--- config.mk ---
export PLATFORM = sky130hd
export DESIGN_NAME = vsr_serial_regs
export DESIGN_NICKNAME = d
export VERILOG_FILES = /design/src/design/vsr_pkg.sv /design/src/design/vsr_serial_regs.sv
export SDC_FILE = /design/constraint.sdc
export NUM_CORES = 1
export LEC_CHECK = 0
export ABC_AREA = 1
export BUFFER_PORTS_ARGS = -buffer_cell sky130_fd_sc_hd__buf_2
export CORE_AREA = 2 2 104 106
export CTS_CLUSTER_DIAMETER = 30
export CTS_CLUSTER_SIZE = 24
export DETAILED_ROUTE_END_ITERATION = 8
export DIE_AREA = 0 0 106 108
export GPL_TIMING_DRIVEN = 1
export HOLD_SLACK_MARGIN = 0.15
export PLACE_DENSITY_LB_ADDON = 0.12
export SLEW_MARGIN = 20
export SYNTH_ARGS = -nofsm -noshare
export SYNTH_HDL_FRONTEND = slang
export SYNTH_SLANG_ARGS = --single-unit
--- constraint.sdc ---
create_clock -name i_ref_clk -period 2.3 [get_ports i_ref_clk]
set_input_delay 0.115 -clock i_ref_clk [delete_from_list [all_inputs] [get_ports i_ref_clk]]
set_output_delay 0.115 -clock i_ref_clk [all_outputs]
set_load 0.02 [all_outputs]
--- src/design/vsr_pkg.sv ---
`default_nettype none

// ****************************************************************
// Constants of the serial control slave.
// ****************************************************************
package vsr_pkg;

  // Reference clock period and the timing figures derived from it.
  localparam int unsigned CLK_PERIOD_NS = 4;
  localparam int unsigned SPIKE_NS      = 32;
  // Spikes of this many samples or fewer are rejected.
  localparam int unsigned SPIKE_CYC     = SPIKE_NS / CLK_PERIOD_NS;
  // Longest output slew, used as the protection suspend window.
  localparam int unsigned SETTLE_US     = 20;
  localparam int unsigned SETTLE_CYC    = SETTLE_US * 1000 / CLK_PERIOD_NS;

  // Register addresses as carried by the pointer byte.
  localparam logic [7:0] REG_LEVEL_ADDR = 8'h00;
  localparam logic [7:0] REG_CTRL_ADDR  = 8'h01;

  // Reset values: code 0110010 with its parity bit, control 1001.
  localparam logic [7:0] LEVEL_RST = 8'h32;
  localparam logic [7:0] CTRL_RST  = 8'h09;

  // Field positions.
  localparam int unsigned PARITY_BIT        = 7;
  localparam int unsigned CTRL_INTERNAL_BIT = 7;
  localparam int unsigned CTRL_PROT_CHG_BIT = 4;
  localparam int unsigned CTRL_LIGHT_BIT    = 3;
  localparam int unsigned CTRL_PROT_MODE_BIT = 0;
  // Implemented control bits; the others read as zero.
  localparam logic [7:0] CTRL_MASK = 8'h99;

  // Upper six bits of the slave address; the select pin fills bit 0.
  localparam logic [5:0] SLAVE_ADDR_HI = 6'h1b;
  localparam logic [3:0] BYTE_BITS     = 4'h8;

  // Protocol states, one-hot.
  typedef enum logic [4:0] {
    ST_IDLE  = 5'b00001,
    ST_ADDR  = 5'b00010,
    ST_PTR   = 5'b00100,
    ST_WDATA = 5'b01000,
    ST_RDATA = 5'b10000
  } vsr_state_e;

endpackage

`default_nettype wire

--- src/design/vsr_serial_regs.sv ---
`timescale 1ns/10ps
`default_nettype none

module vsr_serial_regs #(
  parameter int unsigned SUSPEND_CYC = vsr_pkg::SETTLE_CYC
) (
  input  wire logic       i_ref_clk,
  input  wire logic       i_rst,
  input  wire logic       i_scl,
  input  wire logic       i_sda,
  input  wire logic       i_address_select_pin,
  input  wire logic [6:0] i_ext_level_code,
  output logic            o_sda_out,
  output logic            o_sda_oe,
  output logic [6:0]      o_output_level_code,
  output logic            o_internal_select,
  output logic            o_protection_suspend,
  output logic            o_light_load_pulse_select,
  output logic            o_protection_latch_off
);
  import vsr_pkg::*;

  localparam int unsigned SW = $clog2(SUSPEND_CYC + 1);

  // ****************************************************************
  // Pin synchronisers and spike filters.
  // ****************************************************************
  logic [1:0] meta_r;
  logic [1:0] sync_r;
  logic [1:0] filt_r;
  logic [1:0] filt_d_r;
  logic [3:0] flt_cnt_r [2];
  logic       sel_meta_r;
  logic       sel_sync_r;
  logic [6:0] ext_meta_r;
  logic [6:0] ext_sync_r;
  logic [6:0] ext_prev_r;

  // Two flops per pin, plus a third holding the previous external code sample; the first is read only by the second.
  always_ff @(posedge i_ref_clk) begin
    if (i_rst) begin
      meta_r     <= 2'h3;
      sync_r     <= 2'h3;
      sel_meta_r <= 1'b0;
      sel_sync_r <= 1'b0;
      ext_meta_r <= 7'h00;
      ext_sync_r <= 7'h00;
      ext_prev_r <= 7'h00;
    end else begin
      meta_r     <= {i_sda, i_scl};
      sync_r     <= meta_r;
      sel_meta_r <= i_address_select_pin;
      sel_sync_r <= sel_meta_r;
      ext_meta_r <= i_ext_level_code;
      ext_sync_r <= ext_meta_r;
      ext_prev_r <= ext_sync_r;
    end
  end

  // A line only changes after it differs for more than the spike width.
  // This adds about 40 ns of latency, far inside the 400 kHz bit time.
  always_ff @(posedge i_ref_clk) begin
    if (i_rst) begin
      filt_r   <= 2'h3;
      filt_d_r <= 2'h3;
      for (int i = 0; i < 2; i++) begin
        flt_cnt_r[i] <= 4'h0;
      end
    end else begin
      filt_d_r <= filt_r;
      for (int i = 0; i < 2; i++) begin
        if (sync_r[i] == filt_r[i]) begin
          flt_cnt_r[i] <= 4'h0;
        end else if (flt_cnt_r[i] == 4'(SPIKE_CYC)) begin
          filt_r[i]    <= sync_r[i];
          flt_cnt_r[i] <= 4'h0;
        end else begin
          flt_cnt_r[i] <= flt_cnt_r[i] + 4'h1;
        end
      end
    end
  end

  // ****************************************************************
  // Bus events.
  // ****************************************************************
  logic scl_rise;
  logic scl_fall;
  logic start_ev;
  logic stop_ev;

  // Edges are found on the filtered lines at any rate up to 400 kHz.
  assign scl_rise = filt_r[0] & ~filt_d_r[0];
  assign scl_fall = ~filt_r[0] & filt_d_r[0];
  assign start_ev = filt_r[0] & filt_d_r[0] & ~filt_r[1] & filt_d_r[1];
  assign stop_ev  = filt_r[0] & filt_d_r[0] & filt_r[1] & ~filt_d_r[1];

  // ****************************************************************
  // Byte decode.
  // ****************************************************************
  vsr_state_e state_r;
  logic [3:0] bitcnt_r;
  logic       ack_slot_r;
  logic       sda_oe_r;
  logic       rw_r;
  logic       ptr_r;
  logic       mnack_r;
  logic [7:0] shreg_r;
  logic [7:0] tx_r;
  logic [7:0] lvl_r;
  logic [7:0] ctrl_r;
  logic       addr_hit;
  logic       parity_ok;
  logic       ptr_ok;
  logic       byte_end;
  logic       commit;
  logic [7:0] rd_byte;
  logic [2:0] tx_idx;

  assign addr_hit  = shreg_r[7:1] == {SLAVE_ADDR_HI, sel_sync_r};
  // The check relies on the master setting bit 7 as the XNOR.
  assign parity_ok = shreg_r[PARITY_BIT] == ~^shreg_r[6:0];
  assign ptr_ok    = (shreg_r == REG_LEVEL_ADDR) ||
                     (shreg_r == REG_CTRL_ADDR);
  assign byte_end  = scl_fall && !ack_slot_r && bitcnt_r == BYTE_BITS;
  assign commit    = byte_end && state_r == ST_WDATA && parity_ok;
  assign rd_byte   = ptr_r ? ctrl_r : lvl_r;
  assign tx_idx    = 3'(4'h7 - bitcnt_r);

  // Incoming bits are shifted in on each rising clock of a byte.
  always_ff @(posedge i_ref_clk) begin
    if (i_rst) begin
      shreg_r <= 8'h00;
    end else if (scl_rise && !ack_slot_r && bitcnt_r != BYTE_BITS) begin
      shreg_r <= {shreg_r[6:0], filt_r[1]};
    end
  end

  // ****************************************************************
  // Protocol state machine.
  // ****************************************************************
  // Start and stop win over clock edges, so a repeated start always
  // restarts the address check.
  always_ff @(posedge i_ref_clk) begin
    if (i_rst) begin
      state_r    <= ST_IDLE;
      bitcnt_r   <= 4'h0;
      ack_slot_r <= 1'b0;
      sda_oe_r   <= 1'b0;
      rw_r       <= 1'b0;
      ptr_r      <= 1'b0;
      mnack_r    <= 1'b0;
      tx_r       <= 8'h00;
    end else if (start_ev) begin
      state_r    <= ST_ADDR;
      bitcnt_r   <= 4'h0;
      ack_slot_r <= 1'b0;
      sda_oe_r   <= 1'b0;
    end else if (stop_ev) begin
      state_r    <= ST_IDLE;
      bitcnt_r   <= 4'h0;
      ack_slot_r <= 1'b0;
      sda_oe_r   <= 1'b0;
    end else if (state_r != ST_IDLE) begin
      if (scl_rise) begin
        if (ack_slot_r) begin
          mnack_r <= filt_r[1];
        end else if (bitcnt_r != BYTE_BITS) begin
          bitcnt_r <= bitcnt_r + 4'h1;
        end
      end else if (byte_end) begin
        ack_slot_r <= 1'b1;
        unique case (state_r)
          ST_ADDR: begin
            if (addr_hit) begin
              sda_oe_r <= 1'b1;
              rw_r     <= shreg_r[0];
            end else begin
              state_r <= ST_IDLE;
            end
          end
          ST_PTR: begin
            if (ptr_ok) begin
              sda_oe_r <= 1'b1;
              ptr_r    <= shreg_r[0];
            end else begin
              state_r <= ST_IDLE;
            end
          end
          ST_WDATA: begin
            sda_oe_r <= parity_ok;
          end
          ST_RDATA: begin
            sda_oe_r <= 1'b0;
          end
          default: begin
            state_r <= ST_IDLE;
          end
        endcase
      end else if (scl_fall && ack_slot_r) begin
        ack_slot_r <= 1'b0;
        bitcnt_r   <= 4'h0;
        sda_oe_r   <= 1'b0;
        unique case (state_r)
          ST_ADDR: begin
            if (rw_r) begin
              state_r  <= ST_RDATA;
              tx_r     <= rd_byte;
              sda_oe_r <= ~rd_byte[7];
            end else begin
              state_r <= ST_PTR;
            end
          end
          ST_PTR: begin
            state_r <= ST_WDATA;
          end
          ST_WDATA: begin
            // Further bytes go to the same register, so a refused byte
            // can simply be sent again.
            state_r <= ST_WDATA;
          end
          ST_RDATA: begin
            if (mnack_r) begin
              state_r <= ST_IDLE;
            end else begin
              tx_r     <= rd_byte;
              sda_oe_r <= ~rd_byte[7];
            end
          end
          default: begin
            state_r <= ST_IDLE;
          end
        endcase
      end else if (scl_fall && state_r == ST_RDATA) begin
        sda_oe_r <= ~tx_r[tx_idx];
      end
    end
  end

  // ****************************************************************
  // Registers and outputs.
  // ****************************************************************
  logic [6:0]    act_r;
  logic [SW-1:0] susp_cnt_r;
  logic          susp_r;

  // Written at the fall of the eighth data clock, clock 26 of the
  // transfer, so the new value acts before clock 27 ends.
  always_ff @(posedge i_ref_clk) begin
    if (i_rst) begin
      lvl_r  <= LEVEL_RST;
      ctrl_r <= CTRL_RST;
    end else if (commit) begin
      if (!ptr_r) begin
        lvl_r <= shreg_r;
      end else begin
        ctrl_r <= shreg_r & CTRL_MASK;
      end
    end
  end

  // External words are taken once two samples agree, so bit skew shorter than one clock cycle never shows.
  always_ff @(posedge i_ref_clk) begin
    if (i_rst) begin
      act_r <= 7'h00;
    end else if (ctrl_r[CTRL_INTERNAL_BIT]) begin
      act_r <= lvl_r[6:0];
    end else if (ext_sync_r == ext_prev_r) begin
      act_r <= ext_sync_r;
    end
  end

  // Protection is held off for one full output slew after a new code.
  always_ff @(posedge i_ref_clk) begin
    if (i_rst) begin
      susp_cnt_r <= '0;
      susp_r     <= 1'b0;
    end else if (commit && !ptr_r && ctrl_r[CTRL_PROT_CHG_BIT]) begin
      susp_cnt_r <= SW'(SUSPEND_CYC);
      susp_r     <= 1'b1;
    end else if (susp_cnt_r != '0) begin
      susp_cnt_r <= susp_cnt_r - SW'(1);
      susp_r     <= susp_cnt_r != SW'(1);
    end
  end

  assign o_sda_out                 = 1'b0;
  assign o_sda_oe                  = sda_oe_r;
  assign o_output_level_code       = act_r;
  assign o_internal_select         = ctrl_r[CTRL_INTERNAL_BIT];
  assign o_protection_suspend      = susp_r;
  assign o_light_load_pulse_select = ctrl_r[CTRL_LIGHT_BIT];
  assign o_protection_latch_off    = ctrl_r[CTRL_PROT_MODE_BIT];
endmodule // vsr_serial_regs

`default_nettype wire

==> results of run 1 <==
==> flip-flops by register name, indices dropped and copies added (netlist names), 2 cells and up <==
signal	count
lvl_r	8
filt_d_r	2
shreg_r	8
ext_sync_r	7
meta_r	2
sync_r	2
flt_cnt_r	8
o_output_level_code	7
tx_r	8
filt_r	2
state_r	5
bitcnt_r	4
ext_meta_r	7
ext_prev_r	7
ctrl_r	4
susp_cnt_r	13
==> stage by stage <==
stage,cells,cell area [sq um],hold slack (ns)
floorplan,631,4873,0.2188
global placement,777,5100,0.2978
detailed placement,777,5100,0.3004
CTS,804,5405,0.4086
global route,804,5426,0.4190
finish,804,5426,0.4065
==> synth_stat cells, types with 3 or more instances <==
| library cell | number | area (sq um) |
|---|---|---|
| nor2_1 | 82 | 307.8 |
| nand2_2 | 7 | 43.79 |
| o21ai_1 | 5 | 25.02 |
| edfxtp_1 | 8 | 240.2 |
| xor2_1 | 13 | 113.9 |
| clkbuf_1 | 9 | 33.78 |
| inv_1 | 69 | 259.0 |
| xnor2_1 | 8 | 70.07 |
| ha_1 | 13 | 162.7 |
| inv_2 | 8 | 30.03 |
| nor2_2 | 4 | 25.02 |
| nand3_1 | 29 | 145.1 |
| o21ai_0 | 33 | 165.2 |
| nand3_2 | 7 | 70.07 |
| o21ai_2 | 3 | 26.28 |
| nor2_4 | 4 | 45.04 |
| dfxtp_1 | 94 | 1882 |
| o211ai_2 | 3 | 37.54 |
| buf_4 | 3 | 22.52 |
| nand2_1 | 118 | 442.9 |
| nand4_1 | 17 | 106.4 |
| a21oi_1 | 43 | 215.2 |
| or2_2 | 6 | 37.54 |
| o211ai_1 | 4 | 30.03 |
| nor3_1 | 5 | 25.02 |
==> layout make-up <==
type | count | area, sq um | area share
multi-input cells | 434 | 2387 | 0.4399
flip-flops and latches | 102 | 2122 | 0.3911
inverters | 77 | 289.0 | 0.05326
repair buffers | 39 | 262.8 | 0.04842
well taps | 136 | 170.2 | 0.03136
clock buffers | 9 | 123.9 | 0.02283
clock inverters | 7 | 71.32 | 0.01314
==> power breakdown <==
group / switching [uW] / total, uW / internal (uW) / leakage (uW)
logic: 604 / 976 / 373 / 0.00140
clock network: 690 / 1120 / 428 / 0.0000999
registers: 105 / 2030 / 1930 / 0.000850
total: 1400 / 4130 / 2730 / 0.00235
==> worst max-delay path, delay by kind of cell (launching register included) <==
kind / cells / cell delay (ns)
compound gates: 1 / 0.07
xor+xnor: 1 / 0.20
fa+ha+maj: 1 / 0.35
buf+inv: 1 / 0.12
flops: 1 / 0.39
simple gates: 6 / 0.81
==> kinds of logic after synthesis <==
kind of cell | after synthesis | share of synthesized area
and+or+nand+nor | 291 | 0.2883
DFF | 102 | 0.4378
AOI/OAI and AO/OA | 100 | 0.1213
buffers and inverters | 95 | 0.07950
xor gates and xnor gates | 21 | 0.03795
adders and majority gates | 13 | 0.03356
other | 2 | 0.001549
==> final timing paths <==
path	startpoint	endpoint	slack, ns
worst max-delay path	shreg_r[0]$_SDFFE_PP0P_	lvl_r[5]$_SDFFE_PP1P_	0.25
worst min-delay path	ext_meta_r[4]$_SDFF_PP0_	ext_sync_r[4]$_SDFF_PP0_	0.41
worst max register to register	shreg_r[0]$_SDFFE_PP0P_	lvl_r[5]$_SDFFE_PP1P_	0.25
worst min register to register	ext_meta_r[4]$_SDFF_PP0_	ext_sync_r[4]$_SDFF_PP0_	0.41
==> layer usage <==
layer  vias up  share of wire  global-route usage
li1       2084              -                   -
met1      1760           0.50              0.2420
met2        48           0.46              0.2848
met3        11          0.027             0.03677
met4         0          0.015             0.06203
met5         -              0                   0
==> what timing repair did <==
item                                    CTS  global route
hold endpoints to repair                 15             0
endpoints found under the setup margin    0             7
hold buffers                             11             0
gates resized for setup                   0             3
==> key figures, run 1 <==
Clocking
  • CTS Buf Count: 9
  • Clock buffer depth: 2
  • CTS H-tree depth: 3
  • Clk_lat worst skew: about 0.38 ns
  • CTS tree: yes
  • CTS Sinks: between 100 and 150
  • Post-CTS Repair Setup Buffers: 0
  • Clock transition at path regs: 0.11 ns
  • CTS root buf: clkbuf_8

Floorplan
  • Chip width: 106 um
  • Core outline area: approximately 0.010 sq mm
  • Number of I/O pins: 25
  • Die ar.: 0.01145 sq mm
  • Die height: 108 um
  • Num rows: 37
  • Starting Density: 0.4738

Synth
  • Yosys warning total: 0
  • Synth Flop Type: dfxtp_1
  • Asr flop ratio synth: 0
  • Synth cell types: 46
  • EDFF count, synth: 8
  • Mean post-synth cell area: 7.768 sq um
  • Mapped Area: 0.004847 sq mm
  • Cells after synthesis: 624
  • Seq/Total Area, Yosys: 0.4378
  • Flops & latches, synth: 102

STA
  • Min Tclk post-route: approximately 2.0 ns
  • Final worst slack: 0.2507 ns
  • Final setup fails: 0
  • RSZ-0062 raised after global routing: no
  • Pins Over Slew Limit: 0
  • Clk_skew: a little under 0.008 ns
  • Setup TNS: 0 ns
  • Final Hold Violating Endpoints: 0
  • FMAX: 0.4880 GHz
  • Final worst-path cycle share: 0.8910

Drt
  • Via count: 3903
  • Avg WL per Cell: roughly 12 um
  • Post-route ant nets: 0
  • DR vias/cell: between 4 and 5
  • WL final: 9.544 mm
  • DR DRC count: 0
  • DR pass1 iterations: 5
  • DR iter-0 viols: 232

Cells and area
  • Most frequent cells in the layout: nand2_1 (118), dfxtp_1 (94), nor2_1 (82)
  • Area Growth Syn to Fin: 11.95%
  • Final nets: 688
  • Share of cells above drive strength 1: 0.1452
  • Post-layout util: 0.5304
  • Layout fillers: 1000
  • Diodes inserted: 0
  • Most common cell after layout, fill and taps aside: nand2_1

Global route
  • First-pass GRT wire length: 16.31 mm
  • Largest net degree at the start of global routing: 46
  • Vias in the first global route: roughly 3600
  • Overall Global Routing Usage: 0.1784
  • Initial antenna violation count: 0
  • Total congestion overflow: 0

Run
  • Max Cap Violations: 0

Worst setup path
  • Cell mode on critical path: nand2_1
  • Slowest CP cell: dfxtp_1
  • Critical path peak fanout: 11
  • Max incr delay on CP: ~0.39 ns
  • R2r worst-path depth: 10
  • CP cell instances: inv_1, ha_1, xnor2_1, nand2_1, nand2_1, nand2_1, nand2_2, nand3_4, nand2_1, o211ai_2
  • Crit path required time: 2.57 ns
  • Startpoint Class: register
  • CP Class: register to register
  • Worst EP arrival: 2.32 ns
  • Critical path capture point type: register

Power and ir drop
  • PD cells: between 700 and 800 mW/mm^2
  • Pleak: 0.002354 uW
  • Total power: between 4000 and 5000 uW
  • VDD IR max: 0.5226 mV

Place
  • Dpl ws: about 0.22 ns
  • Placer Congestion: around 0.84
  • Hpwl dp: ~7 mm
  • I/O Buffers: 23

Outcome
  • Status: finished clean

Min path
  • Worst min path class: register to register
  • Hold Path Stages: 2
(Power assumes the default switching activity.)
==> run 2: changes to the inputs <==
--- a/config.mk
+++ b/config.mk
@@ -14,7 +14,7 @@
 export DIE_AREA = 0 0 106 108
 export GPL_TIMING_DRIVEN = 1
 export HOLD_SLACK_MARGIN = 0.15
-export PLACE_DENSITY_LB_ADDON = 0.12
+export PLACE_DENSITY = 0.66
 export SLEW_MARGIN = 20
 export SYNTH_ARGS = -nofsm -noshare
 export SYNTH_HDL_FRONTEND = slang
==> key figures, run 2 (same netlist as run 1, synthesis figures left out) <==
Cells and area
  • Final nets: 686
  • Most common cell after layout, fill and taps aside: nand2_1
  • Diodes inserted: 0
  • Area occupied by multi-input gates: roughly 0.0024 sq mm
  • Max FFs per register: 13
  • Share of cells above drive strength 1: 0.1441
  • Area Growth Syn to Fin: 11.41%
  • Layout fillers: a little over 1000
  • Sequential Area: ~0.0021 sq mm
  • Biggest register: susp_cnt_r
  • Most frequent cells in the layout: nand2_1 (118), dfxtp_1 (94), nor2_1 (82)

Min path
  • Hold Path Stages: 2
  • Hold endpoint: ext_prev_r[6]$_SDFF_PP0_
  • Hold path startpoint: i_rst
  • Worst min path class: input port to register

Power and ir drop
  • Pleak: 0.002351 uW
  • VDD IR max: 0.4068 mV
  • PD cells: about 770 mW/mm^2

Global route
  • Initial antenna violation count: 0
  • First-pass GRT wire length: ~16 mm
  • Overall Global Routing Usage: 0.1741
  • Vias in the first global route: around 3700
  • Total congestion overflow: 0
  • Largest net degree at the start of global routing: 32

Clocking
  • Clock transition at path regs: 0.11 ns
  • Clock buffer depth: 2
  • Clk_lat worst skew: roughly 0.37 ns
  • CTS tree: yes
  • CTS H-tree depth: 3
  • CTS Sinks: 102
  • CTS Buf Count: 9
  • CTS root buf: clkbuf_8

Drt
  • DR iter-0 viols: 170
  • Avg WL per Cell: 11.90 um
  • Via count: 3990
  • WL final: 9.542 mm
  • DR pass1 iterations: 7
  • Post-route ant nets: 0
  • DR vias/cell: around 5
  • DR DRC count: 0

Worst setup path
  • Worst path buffer plus inverter count: 1
  • Delay-heaviest family, CP: simple AND/OR/NAND/NOR gates
  • Critical path capture point type: register
  • Critical path peak fanout: 8
  • R2r worst-path depth: 10
  • Cell mode on critical path: nand2_1
  • Worst EP arrival: 2.36 ns
  • Max incr delay on CP: 0.40 ns
  • CP Class: register to register
  • Crit path required time: 2.56 ns
  • FF-to-FF Start: shreg_r[0]$_SDFFE_PP0P_
  • CP cell instances: inv_1, ha_1, xor2_1, nand2_1, nand2_1, nand2_1, nand2_2, nand4_2, nand2_2, nor2_1
  • Flop-to-flop setup slack: 0.20 ns
  • Slowest CP cell: dfxtp_1
  • Startpoint Class: register
  • Reg2reg end: susp_cnt_r[11]$_SDFFE_PP0P_

Floorplan
  • Die ar.: about 0.011 sq mm
  • Num rows: 37
  • Number of I/O pins: 25
  • Core outline area: 0.01023 sq mm
  • Die height: roughly 110 um
  • Starting Density: 0.4738
  • Chip width: 106 um

Run
  • Max Cap Violations: 0

STA
  • Final worst slack: 0.1988 ns
  • Setup TNS: 0 ns
  • FMAX: 0.4759 GHz
  • RSZ-0062 raised after global routing: no
  • Final worst-path cycle share: 0.9136
  • Pins Over Slew Limit: 0
  • Clk_skew: ~0.015 ns
  • Final Hold Violating Endpoints: 0
  • Min Tclk post-route: roughly 2.1 ns
  • Final setup fails: 0

Place
  • Hpwl dp: 7.028 mm
  • Dpl ws: ~0.25 ns
  • Placer Congestion: 0.8775
  • I/O Buffers: 23

Outcome
  • Status: finished clean
run 2: worst register-to-register path, stage by stage, from the launching register on:
cell,delay [ns]
dfxtp_1,0.40
inv_1,0.12
ha_1,0.34
xor2_1,0.20
nand2_1,0.10
nand2_1,0.11
nand2_1,0.07
nand2_2,0.17
nand4_2,0.20
nand2_2,0.21
nor2_1,0.06
run 2: routing by layer:
metal  vias up  track usage  wire [um]
met5         -            0          0
met3        15      0.04159        386
met2        67       0.3018       4567
li1       2079            -          -
met1      1829       0.2141       4415
met4         0      0.05733        172
run 2: timing repair:
action	4_1_cts	5_1_grt
hold buffers	10	0
resized for setup	0	0
endpoints found under the setup margin	0	0
endpoints found under the hold margin	10	0
setup buffers	0	0
run 2: worst max-delay path by stage:
stage | slack [ns] | to | startpoint | cells past startpoint
final | 0.20 | susp_cnt_r[11]$_SDFFE_PP0P_ | shreg_r[0]$_SDFFE_PP0P_ | 10
after global routing | 0.009 | lvl_r[4]$_SDFFE_PP1P_ | shreg_r[0]$_SDFFE_PP0P_ | 10
after CTS | 0.23 | susp_cnt_r[11]$_SDFFE_PP0P_ | shreg_r[0]$_SDFFE_PP0P_ | 10
after detailed placement | 0.25 | susp_cnt_r[1]$_SDFFE_PP0P_ | shreg_r[0]$_SDFFE_PP0P_ | 10
after global placement | 0.34 | lvl_r[5]$_SDFFE_PP1P_ | shreg_r[0]$_SDFFE_PP0P_ | 10
after floorplan | 0.51 | lvl_r[4]$_SDFFE_PP1P_ | shreg_r[0]$_SDFFE_PP0P_ | 11
run 2: stage by stage:
| stage | instances | power (uW) | area, sq um | hold WS [ns] | utilization |
|---|---|---|---|---|---|
| global route | 802 | 4450 | 5400 | 0.1992 | 0.5278 |
| floorplan | 631 | 2828 | 4873 | 0.2188 | - |
| detailed placement | 776 | 3026 | 5092 | 0.3017 | 0.4977 |
| global placement | 776 | 3004 | 5092 | 0.3002 | 0.4977 |
| CTS | 802 | 4206 | 5400 | 0.1768 | 0.5278 |
| finish | 802 | 4165 | 5400 | 0.1830 | 0.5278 |
run 2: area by class of cell:
cell class	instances	share of cell area
clock inverter	6	0.01089
clock buffer	10	0.02757
sequential	102	0.3930
inverter	77	0.05352
multi-input combinational	434	0.4381
timing repair buffer	37	0.04541
tap	136	0.03151
run 2: power breakdown:
part | internal, uW | total, uW | leakage (uW) | switching (uW)
clock | 487 | 1170 | 0.000107 | 678
sequential | 1930 | 2030 | 0.000850 | 106
combinational | 370 | 966 | 0.00139 | 595
total | 2790 | 4160 | 0.00235 | 1380
